--- src/shared/gtc_pkg.sv ---
// constants and types of the gated 16-bit timer control block
// assumes an APB slave with 32-bit data, one aligned word per register
`default_nettype none
package gtc_pkg;
  // register byte offsets
  localparam logic [7:0] OFF_TIMER_CONTROL = 8'h00;
  localparam logic [7:0] OFF_GATE_CONTROL = 8'h04;
  localparam logic [7:0] OFF_COUNT_LOW_BYTE = 8'h08;
  localparam logic [7:0] OFF_COUNT_HIGH_BYTE = 8'h0C;
  localparam logic [7:0] OFF_EVENT_FLAGS = 8'h10;
  // timer_control fields
  localparam int TC_CS_MSB = 7;
  localparam int TC_CS_LSB = 6;
  localparam int TC_PS_MSB = 5;
  localparam int TC_PS_LSB = 4;
  localparam int TC_SYNC_BIT = 2;
  localparam int TC_ON_BIT = 0;
  localparam logic [7:0] TC_WMASK = 8'hF5;
  localparam logic [7:0] TC_RST = 8'h00;
  // gate_control fields
  localparam int GC_GE_BIT = 7;
  localparam int GC_POL_BIT = 6;
  localparam int GC_TM_BIT = 5;
  localparam int GC_SPM_BIT = 4;
  localparam int GC_GO_BIT = 3;
  localparam int GC_VAL_BIT = 2;
  localparam int GC_GSS_BIT = 0;
  localparam logic [7:0] GC_WMASK = 8'hF1;
  localparam logic [7:0] GC_RST = 8'h00;
  // event_flags fields, write one to clear
  localparam int EF_OVF_BIT = 0;
  localparam int EF_GEV_BIT = 1;
  // clock source codes
  localparam logic [1:0] CS_LFOSC = 2'h3;
  localparam logic [1:0] CS_PIN = 2'h2;
  localparam logic [1:0] CS_FOSC = 2'h1;
  localparam logic [1:0] CS_FOSC4 = 2'h0;
  // instruction clock divider, last phase of four
  localparam logic [1:0] DIV4_LAST = 2'h3;
  // count rollover
  localparam logic [15:0] CNT_MAX = 16'hFFFF;
  localparam logic [15:0] CNT_RST = 16'h0000;
  // single-pulse acquisition states
  typedef enum logic [1:0] {
    SP_IDLE,
    SP_ARMED,
    SP_OPEN
  } gtc_sp_type;
endpackage
`default_nettype wire
--- src/hw/gtc_sync.sv ---
// multi-flop level synchroniser for a vector of pin inputs
// assumes inputs asynchronous to pclk; each bit treated alone
`default_nettype none
module gtc_sync #(
  parameter int WIDTH = 3,
  parameter int STAGES = 2
) (
  input wire logic pclk,
  input wire logic presetn,
  input wire logic [WIDTH-1:0] d,
  output logic [WIDTH-1:0] q
);
  logic [WIDTH-1:0] stage_r [STAGES];

  always_ff @(posedge pclk or negedge presetn) begin
    if (!presetn) begin
      for (int i = 0; i < STAGES; i++) begin
        stage_r[i] <= '0;
      end
    end else begin
      stage_r[0] <= d;
      for (int i = 1; i < STAGES; i++) begin
        stage_r[i] <= stage_r[i-1];
      end
    end
  end

  assign q = stage_r[STAGES-1];
endmodule
`default_nettype wire

--- src/hw/gtc_timer.sv ---
// gated 16-bit timer with clock select, prescaler and gate logic
// assumes APB master on pclk; pins are asynchronous to pclk
// How it works
// - two-bit field selects the counter clock
// - prescaler divides selected clock by 1,2,4,8
// - sync bit set bypasses the extra clock alignment stage
// - on bit counts; off stops, clears gate flop
// - gate enable acts only while timer on
// - gate enable clear counts every prescaled edge
// - polarity bit selects active gate level
// - toggle bit routes gate via flop; clear holds
// - toggle flop flips on gate source rising edge
// - single-pulse bit hands gate to acquisition logic
// - software sets go/done to arm capture
// - hardware clears go/done when capture completes
// - read-only bit shows current gate value
// - gate value tracks regardless of gate enable
// - source select picks gate pin or overflow
// - unimplemented control bits read as zero
// - reset clears writable control bits to zero
// - count wraps all ones to zero, sets flag
// - gate value falling edge sets gate event flag
// - trailing edge ends pulse; ignore until rearmed
// - counter increments on selected clock rising edge
//
// The implementer's own choices: the address map and the APB interface to the registers.
`default_nettype none
module gtc_timer
  import gtc_pkg::*;
#(
  parameter int ADDR_W = 8,
  parameter int CNT_W = 16
) (
  input wire logic pclk,
  input wire logic presetn,
  input wire logic psel,
  input wire logic penable,
  input wire logic pwrite,
  input wire logic [ADDR_W-1:0] paddr,
  input wire logic [31:0] pwdata,
  input wire logic [3:0] pstrb,
  output logic [31:0] prdata,
  output logic pready,
  output logic pslverr,
  input wire logic ext_clock_pin,
  input wire logic ext_gate_pin,
  input wire logic low_freq_internal_osc,
  input wire logic other_timer_overflow,
  output logic overflow_flag,
  output logic gate_event_flag,
  output logic gate_level_status
);
  logic [7:0] tc_r;
  logic [7:0] gc_r;
  logic [CNT_W-1:0] cnt_r;
  logic [CNT_W-1:0] cnt_nxt;
  logic ovf_r;
  logic gev_r;
  logic [31:0] prdata_r;
  logic [31:0] rdata;
  logic [2:0] pins_s;
  logic [1:0] clk_rs_r;
  logic [1:0] clk_prev_r;
  logic [1:0] clk_lvl;
  logic [1:0] div_r;
  logic [2:0] ps_cnt_r;
  logic [2:0] ps_lim;
  logic src_tick;
  logic presc_tick;
  logic gsrc;
  logic gsrc_q_r;
  logic tgl_r;
  logic gate_t;
  logic gate_act;
  logic gate_act_q_r;
  logic gate_val;
  logic gval_r;
  gtc_sp_type sp_r;
  logic wr;
  logic rd_setup;
  logic cnt_wr;
  logic cnt_en;
  logic go_wr;
  logic on;

  function automatic logic hit(input logic [ADDR_W-1:0] a, input logic [7:0] off);
    return a == ADDR_W'(off);
  endfunction

  function automatic logic mapped(input logic [ADDR_W-1:0] a);
    return hit(a, OFF_TIMER_CONTROL) | hit(a, OFF_GATE_CONTROL) |
      hit(a, OFF_COUNT_LOW_BYTE) | hit(a, OFF_COUNT_HIGH_BYTE) |
      hit(a, OFF_EVENT_FLAGS);
  endfunction

  function automatic logic [2:0] ratio_lim(input logic [1:0] code);
    case (code)
      2'h0: return 3'h0;
      2'h1: return 3'h1;
      2'h2: return 3'h3;
      default: return 3'h7;
    endcase
  endfunction

  // apb slave, zero wait states
  assign wr = psel & penable & pwrite & pstrb[0];
  assign rd_setup = psel & ~penable;
  assign pready = 1'b1;
  assign pslverr = psel & penable & ~mapped(paddr);
  assign prdata = prdata_r;
  assign on = tc_r[TC_ON_BIT];

  always_ff @(posedge pclk or negedge presetn) begin
    if (!presetn) begin
      tc_r <= TC_RST;
      gc_r <= GC_RST;
    end else begin
      if (wr && hit(paddr, OFF_TIMER_CONTROL)) begin
        tc_r <= pwdata[7:0] & TC_WMASK;
      end
      if (wr && hit(paddr, OFF_GATE_CONTROL)) begin
        gc_r <= pwdata[7:0] & GC_WMASK;
      end
    end
  end

  // read mux with live gate value
  always_comb begin
    rdata = 32'h0000_0000;
    if (hit(paddr, OFF_TIMER_CONTROL)) begin
      rdata[7:0] = tc_r & TC_WMASK;
    end else if (hit(paddr, OFF_GATE_CONTROL)) begin
      rdata[7:0] = gc_r & GC_WMASK;
      rdata[GC_GO_BIT] = (sp_r != SP_IDLE);
      rdata[GC_VAL_BIT] = gval_r;
    end else if (hit(paddr, OFF_COUNT_LOW_BYTE)) begin
      rdata[7:0] = cnt_r[7:0];
    end else if (hit(paddr, OFF_COUNT_HIGH_BYTE)) begin
      rdata[7:0] = cnt_r[15:8];
    end else if (hit(paddr, OFF_EVENT_FLAGS)) begin
      rdata[EF_OVF_BIT] = ovf_r;
      rdata[EF_GEV_BIT] = gev_r;
    end
  end

  always_ff @(posedge pclk or negedge presetn) begin
    if (!presetn) begin
      prdata_r <= 32'h0000_0000;
    end else if (rd_setup && !pwrite) begin
      prdata_r <= rdata;
    end
  end

  // pin synchroniser: clock pin, gate pin, low-frequency oscillator
  gtc_sync #(
    .WIDTH(3),
    .STAGES(2)
  ) u_pin_sync (
    .pclk(pclk),
    .presetn(presetn),
    .d({low_freq_internal_osc, ext_gate_pin, ext_clock_pin}),
    .q(pins_s)
  );

  // extra stage aligns clock inputs to system clock
  always_ff @(posedge pclk or negedge presetn) begin
    if (!presetn) begin
      clk_rs_r <= 2'h0;
      clk_prev_r <= 2'h0;
    end else begin
      clk_rs_r <= {pins_s[2], pins_s[0]};
      clk_prev_r <= clk_lvl;
    end
  end

  assign clk_lvl = tc_r[TC_SYNC_BIT] ? {pins_s[2], pins_s[0]} : clk_rs_r;

  // instruction clock phase counter
  always_ff @(posedge pclk or negedge presetn) begin
    if (!presetn) begin
      div_r <= 2'h0;
    end else begin
      div_r <= div_r + 2'h1;
    end
  end

  always_comb begin
    case (tc_r[TC_CS_MSB:TC_CS_LSB])
      CS_LFOSC: src_tick = clk_lvl[1] & ~clk_prev_r[1];
      CS_PIN: src_tick = clk_lvl[0] & ~clk_prev_r[0];
      CS_FOSC: src_tick = 1'b1;
      CS_FOSC4: src_tick = (div_r == DIV4_LAST);
      default: src_tick = 1'b0;
    endcase
  end

  assign ps_lim = ratio_lim(tc_r[TC_PS_MSB:TC_PS_LSB]);
  assign presc_tick = src_tick & (ps_cnt_r >= ps_lim);

  always_ff @(posedge pclk or negedge presetn) begin
    if (!presetn) begin
      ps_cnt_r <= 3'h0;
    end else if (!on || presc_tick) begin
      ps_cnt_r <= 3'h0;
    end else if (src_tick) begin
      ps_cnt_r <= ps_cnt_r + 3'h1;
    end
  end

  assign gsrc = gc_r[GC_GSS_BIT] ? other_timer_overflow : pins_s[1];

  // toggle flop held clear when mode off
  always_ff @(posedge pclk or negedge presetn) begin
    if (!presetn) begin
      tgl_r <= 1'b0;
      gsrc_q_r <= 1'b0;
    end else begin
      gsrc_q_r <= gsrc;
      if (!gc_r[GC_TM_BIT] || !on) begin
        tgl_r <= 1'b0;
      end else if (gsrc && !gsrc_q_r) begin
        tgl_r <= ~tgl_r;
      end
    end
  end

  assign gate_t = gc_r[GC_TM_BIT] ? tgl_r : gsrc;
  assign gate_act = gc_r[GC_POL_BIT] ? gate_t : ~gate_t;

  assign go_wr = wr && hit(paddr, OFF_GATE_CONTROL);

  // single-pulse acquisition state
  always_ff @(posedge pclk or negedge presetn) begin
    if (!presetn) begin
      sp_r <= SP_IDLE;
      gate_act_q_r <= 1'b0;
    end else begin
      gate_act_q_r <= gate_act;
      if (go_wr) begin
        sp_r <= pwdata[GC_GO_BIT] ? SP_ARMED : SP_IDLE;
      end else if (gc_r[GC_SPM_BIT] && on) begin
        case (sp_r)
          SP_IDLE: sp_r <= SP_IDLE;
          SP_ARMED: begin
            if (gate_act && !gate_act_q_r) begin
              sp_r <= SP_OPEN;
            end
          end
          SP_OPEN: begin
            if (!gate_act) begin
              sp_r <= SP_IDLE;
            end
          end
          default: sp_r <= SP_IDLE;
        endcase
      end
    end
  end

  assign gate_val = gc_r[GC_SPM_BIT] ? (gate_act && sp_r == SP_OPEN) : gate_act;

  // gate value sampled regardless of enable
  always_ff @(posedge pclk or negedge presetn) begin
    if (!presetn) begin
      gval_r <= 1'b0;
    end else begin
      gval_r <= gate_val;
    end
  end

  assign gate_level_status = gval_r;

  assign cnt_en = on & presc_tick & (~gc_r[GC_GE_BIT] | gval_r);
  assign cnt_wr = wr & (hit(paddr, OFF_COUNT_LOW_BYTE) | hit(paddr, OFF_COUNT_HIGH_BYTE));

  always_comb begin
    cnt_nxt = cnt_r;
    if (wr && hit(paddr, OFF_COUNT_LOW_BYTE)) begin
      cnt_nxt[7:0] = pwdata[7:0];
    end else if (wr && hit(paddr, OFF_COUNT_HIGH_BYTE)) begin
      cnt_nxt[15:8] = pwdata[7:0];
    end else if (cnt_en) begin
      cnt_nxt = CNT_W'(cnt_r + CNT_W'(1));
    end
  end

  always_ff @(posedge pclk or negedge presetn) begin
    if (!presetn) begin
      cnt_r <= CNT_RST;
    end else begin
      cnt_r <= cnt_nxt;
    end
  end

  // rollover sets overflow flag, set wins
  // gate value fall sets event flag
  always_ff @(posedge pclk or negedge presetn) begin
    if (!presetn) begin
      ovf_r <= 1'b0;
      gev_r <= 1'b0;
    end else begin
      if (cnt_en && !cnt_wr && cnt_r == CNT_MAX) begin
        ovf_r <= 1'b1;
      end else if (wr && hit(paddr, OFF_EVENT_FLAGS) && pwdata[EF_OVF_BIT]) begin
        ovf_r <= 1'b0;
      end
      if (gval_r && !gate_val) begin
        gev_r <= 1'b1;
      end else if (wr && hit(paddr, OFF_EVENT_FLAGS) && pwdata[EF_GEV_BIT]) begin
        gev_r <= 1'b0;
      end
    end
  end

  assign overflow_flag = ovf_r;
  assign gate_event_flag = gev_r;
endmodule
`default_nettype wire

--- config.mk ---
export PLATFORM = sky130hd
export DESIGN_NAME = gtc_timer
export DESIGN_NICKNAME = d
export VERILOG_FILES = /design/src/shared/gtc_pkg.sv /design/src/hw/gtc_sync.sv /design/src/hw/gtc_timer.sv
export SDC_FILE = /design/constraint.sdc
export NUM_CORES = 1
export LEC_CHECK = 0
export ABC_AREA = 1
export CELL_PAD_IN_SITES_DETAIL_PLACEMENT = 1
export CELL_PAD_IN_SITES_GLOBAL_PLACEMENT = 2
export CORE_MARGIN = 10
export CORE_UTILIZATION = 35
export DETAILED_ROUTE_END_ITERATION = 6
export DONT_BUFFER_PORTS = 1
export PLACE_DENSITY_LB_ADDON = 0.1
export SYNTH_ARGS = -nofsm -noshare
export SYNTH_HDL_FRONTEND = slang
export SYNTH_SLANG_ARGS = --single-unit
--- constraint.sdc ---
create_clock -name pclk -period 2.15 [get_ports pclk]
set_clock_uncertainty 0.15 [all_clocks]
set_input_delay 0.43 -clock pclk [delete_from_list [all_inputs] [get_ports pclk]]
set_output_delay 0.43 -clock pclk [all_outputs]
set_load 0.02 [all_outputs]
==> metrics.md <==
| Metric | Value |
|---|---|
| Avg Vias per Cell | `4.80` |
| Pre-Repair DR Iteration Count | `4` |
| Max-cap viol count | `0` |
| Sequential element share of the synthesized area | `0.399` |
| Detailed Route WL | `10,900 µm` |
| IO Pins | `90` |
| P_sw | `607 µW` |
| R2r startpoint | `tc_r[5]` |
| Post-synth cell types | `35` |
| Share of cells above drive strength 1 | `0.122` |
| # setup viols final | `0` |
| Via count | `3,104` |
| Hold Crit Start | `pwdata[3]` |
| Crit path capture type | `register` |
| Internal | `1.63 mW` |
| Warnings from Yosys | `0` |
| Worst path required time | `2.22 ns` |
| Cell Rows | `37` |
| Max VDD drop | `249 µV` |
| Simple-gate portion of the synthesized area | `0.359` |
| Die Y | `122 µm` |
| Clock power frac | `0.412` |
| Static leakage | `1.97 nW` |
| Post-Synthesis Cell Area | `3640 µm²` |
| Inst Count DP | `622` |
| Post-synthesis compound-gate area fraction | `0.0736` |
| Status | `completed` |
| Cells after Synth | `485` |
| Die width | `122 µm` |
| Root Driver | `clkbuf_8` |
| PortBufs | `0` |
| Setup crit start kind | `register` |
| Crit Path Max Fanout | `18` |
| Final layout net count | `564` |
| Hold EP | `sp_r[0]` |
| Routability cong. | `0.873` |
| P&R area growth vs syn | `9.88%` |
| Synthesized-area fraction occupied by adder cells | `0.0206` |
| Data arrival time of the critical path | `2.13 ns` |
| FF-to-FF path depth | `9` |
| Final min period | `2.05 ns` |
| FMAX | `487 MHz` |
| Initial antenna violation count | `1` |
| Sequential Power Share | `0.515` |
| Post-route ant nets | `0` |
| CTS tree | `done` |
| DRC | `0` |
| Post-synthesis mux area share | `0` |
| CTS clk-pin slew, worst paths | `0.07 ns` |
| Core ar. | `10,200 µm²` |
| H-tree levels | `3` |
| Die Footprint | `14,900 µm²` |
| Type of the tightest min-delay check | `input pin to register` |
| Syn_area_per_cell | `7.50 µm²` |
| Final Hold Vio Count | `0` |
| Reg2reg setup slack | `0.1 ns` |
| Gate power share | `0.074` |
| Hold path cells | `2` |
| Total gr overflow | `0` |
| Sw frac | `0.271` |
| Layout Utilization | `0.390` |
| FF+latch count, synth | `58` |
| Clk buf depth | `2` |
| Number of global-route vias before repair | `3,273` |
| DRT iter0 DRCs | `132` |
| Post-Layout Cell Count | `646` |
| Slew Limit Fails | `0` |
| Worst-skew pair later-pin latency | `0.34 ns` |
| Post-DP HPWL | `8460 µm` |
| Synth Area in XOR/XNOR | `0.0217` |
| Largest family of logic cells by synthesized area | `simple AND/OR/NAND/NOR gates` |
| Pin count of the biggest net entering global routing | `59` |
| Crit share post-route | `0.955` |
| First-pass GRT wire length | `17,700 µm` |
| DR WL/cell | `16.9 µm` |
| TritonCTS buffer count | `9` |
| Clock sink count | `58` |
| Cell Pwr Density | `560 nW/µm²` |
| Worst R2R End | `cnt_r[9]` |
| Total Routing Usage GR | `0.154` |
| Crit path kind | `register to register` |
| Initial Utilization | `0.355` |
==> how the worst max path moves through the flow <==
stage | from | end | slack [ns] | cells past startpoint
final | tc_r[5] | cnt_r[9] | 0.1 | 9
after global routing | tc_r[5] | cnt_r[9] | -0.004 | 9
after CTS | tc_r[5] | cnt_r[7] | 0.03 | 8
after detailed placement | tc_r[5] | cnt_r[7] | 0.06 | 8
after global placement | tc_r[5] | cnt_r[7] | 0.11 | 8
after floorplan | tc_r[5] | cnt_r[0] | 0.28 | 8
==> cell type report <==
class / count / area, µm²
diodes: 1 / 2.50
clock buffers: 12 / 155
clock inverters: 3 / 15.0
fillers: 1285 / 6240
inverters: 49 / 185
multi-input cells: 367 / 1820
flip-flops and latches: 58 / 1450
well taps: 136 / 170
repair buffers: 20 / 193
==> power by group through the flow <==
| stage | Clock [mW] | Sequential [mW] | Combinational, mW |
|---|---|---|---|
| after floorplan | 0 | 1.17 | 0.138 |
| after global placement | 0 | 1.17 | 0.127 |
| after detailed placement | 0 | 1.17 | 0.130 |
| after CTS | 0.954 | 1.15 | 0.166 |
| after global routing | 0.994 | 1.16 | 0.186 |
| final | 0.921 | 1.15 | 0.165 |
==> timing repair <==
action	in CTS	in global routing
buffers inserted	0	3
setup endpoints to repair	0	13
endpoints found under the hold margin	61	0
hold buffers	5	0
resized for setup	0	1
==> worst max-delay path: stages (launching register included) <==
cell      delay [ns]
dfrtp_1         0.41
or2_2           0.31
ha_1            0.28
nand3_1         0.09
o211ai_2        0.16
nand4_4         0.15
buf_12          0.16
nand2_4         0.09
nand2_1         0.08
nand2_1         0.05
==> cell usage after synthesis, drive strengths merged <==
cell type	number	area [µm²]
nand2	171	677
nand3	66	355
dfrtp	58	1450
inv	48	180
buf	34	265
nor2	32	173
o21ai	27	143
a21oi	8	43.8
ha	6	75.1
nand4	6	52.6
nor3	6	35.0
xnor2	5	43.8
o211ai	4	35.0
xor2	4	35.0
conb	2	7.51
o22a	2	17.5
or2	2	12.5
clkinv	1	5.00
o2111ai	1	8.76
o21bai	1	7.51
o22ai	1	12.5
==> state kept, by name, summed over array words and instances, names as in the netlist, 2 cells and up <==
name / flops
clk_rs_r: 2
div_r: 2
tc_r: 6
gc_r: 5
u_pin_sync.q: 3
ps_cnt_r: 3
prdata: 8
sp_r: 2
u_pin_sync.stage_r: 3
clk_prev_r: 2
cnt_r: 16
==> kinds of logic after synthesis <==
family / Yosys count
and+or+nand+nor: 283
adders and majority gates: 6
AOI/OAI and AO/OA: 44
DFF: 58
xor gates and xnor gates: 9
buffers and inverters: 83
other: 2
==> through the flow <==
step	setup WS, ns	hold WS [ns]	instance area, µm²	total power [mW]	setup TNS [ns]
floorplan	0.282	-0.0156	3720	1.31	0
global placement	0.110	-0.0124	3730	1.30	0
detailed placement	0.0609	-0.0126	3730	1.30	0
CTS	0.0330	0.0679	3970	2.27	0
global route	-0.00411	0.0737	4000	2.34	-0.00411
finish	0.0976	0.0801	4000	2.24	0
==> cell usage in the layout, fill, tap and decap left out, types with 5 or more instances in the layout <==
| master | count |
|---|---|
| nand3_2 | 5 |
| a21oi_1 | 7 |
| inv_1 | 47 |
| clkbuf_8 | 11 |
| buf_4 | 14 |
| nand4_1 | 5 |
| nor2_4 | 6 |
| nand2_1 | 164 |
| xnor2_1 | 5 |
| conb_1 | 25 |
| nor3_1 | 5 |
| o21ai_0 | 13 |
| ha_1 | 6 |
| nor2_1 | 23 |
| nand3_1 | 61 |
| dfrtp_1 | 58 |
| o21ai_1 | 12 |
==> per-layer routing <==
layer | global-route usage | vias up | share of wire
li1 | - | 1549 | -
met1 | 0.181 | 1495 | 0.43
met2 | 0.269 | 46 | 0.51
met3 | 0.0268 | 14 | 0.041
met4 | 0.0641 | 0 | 0.021
met5 | 0 | - | 0
(Power assumes the default switching activity.)
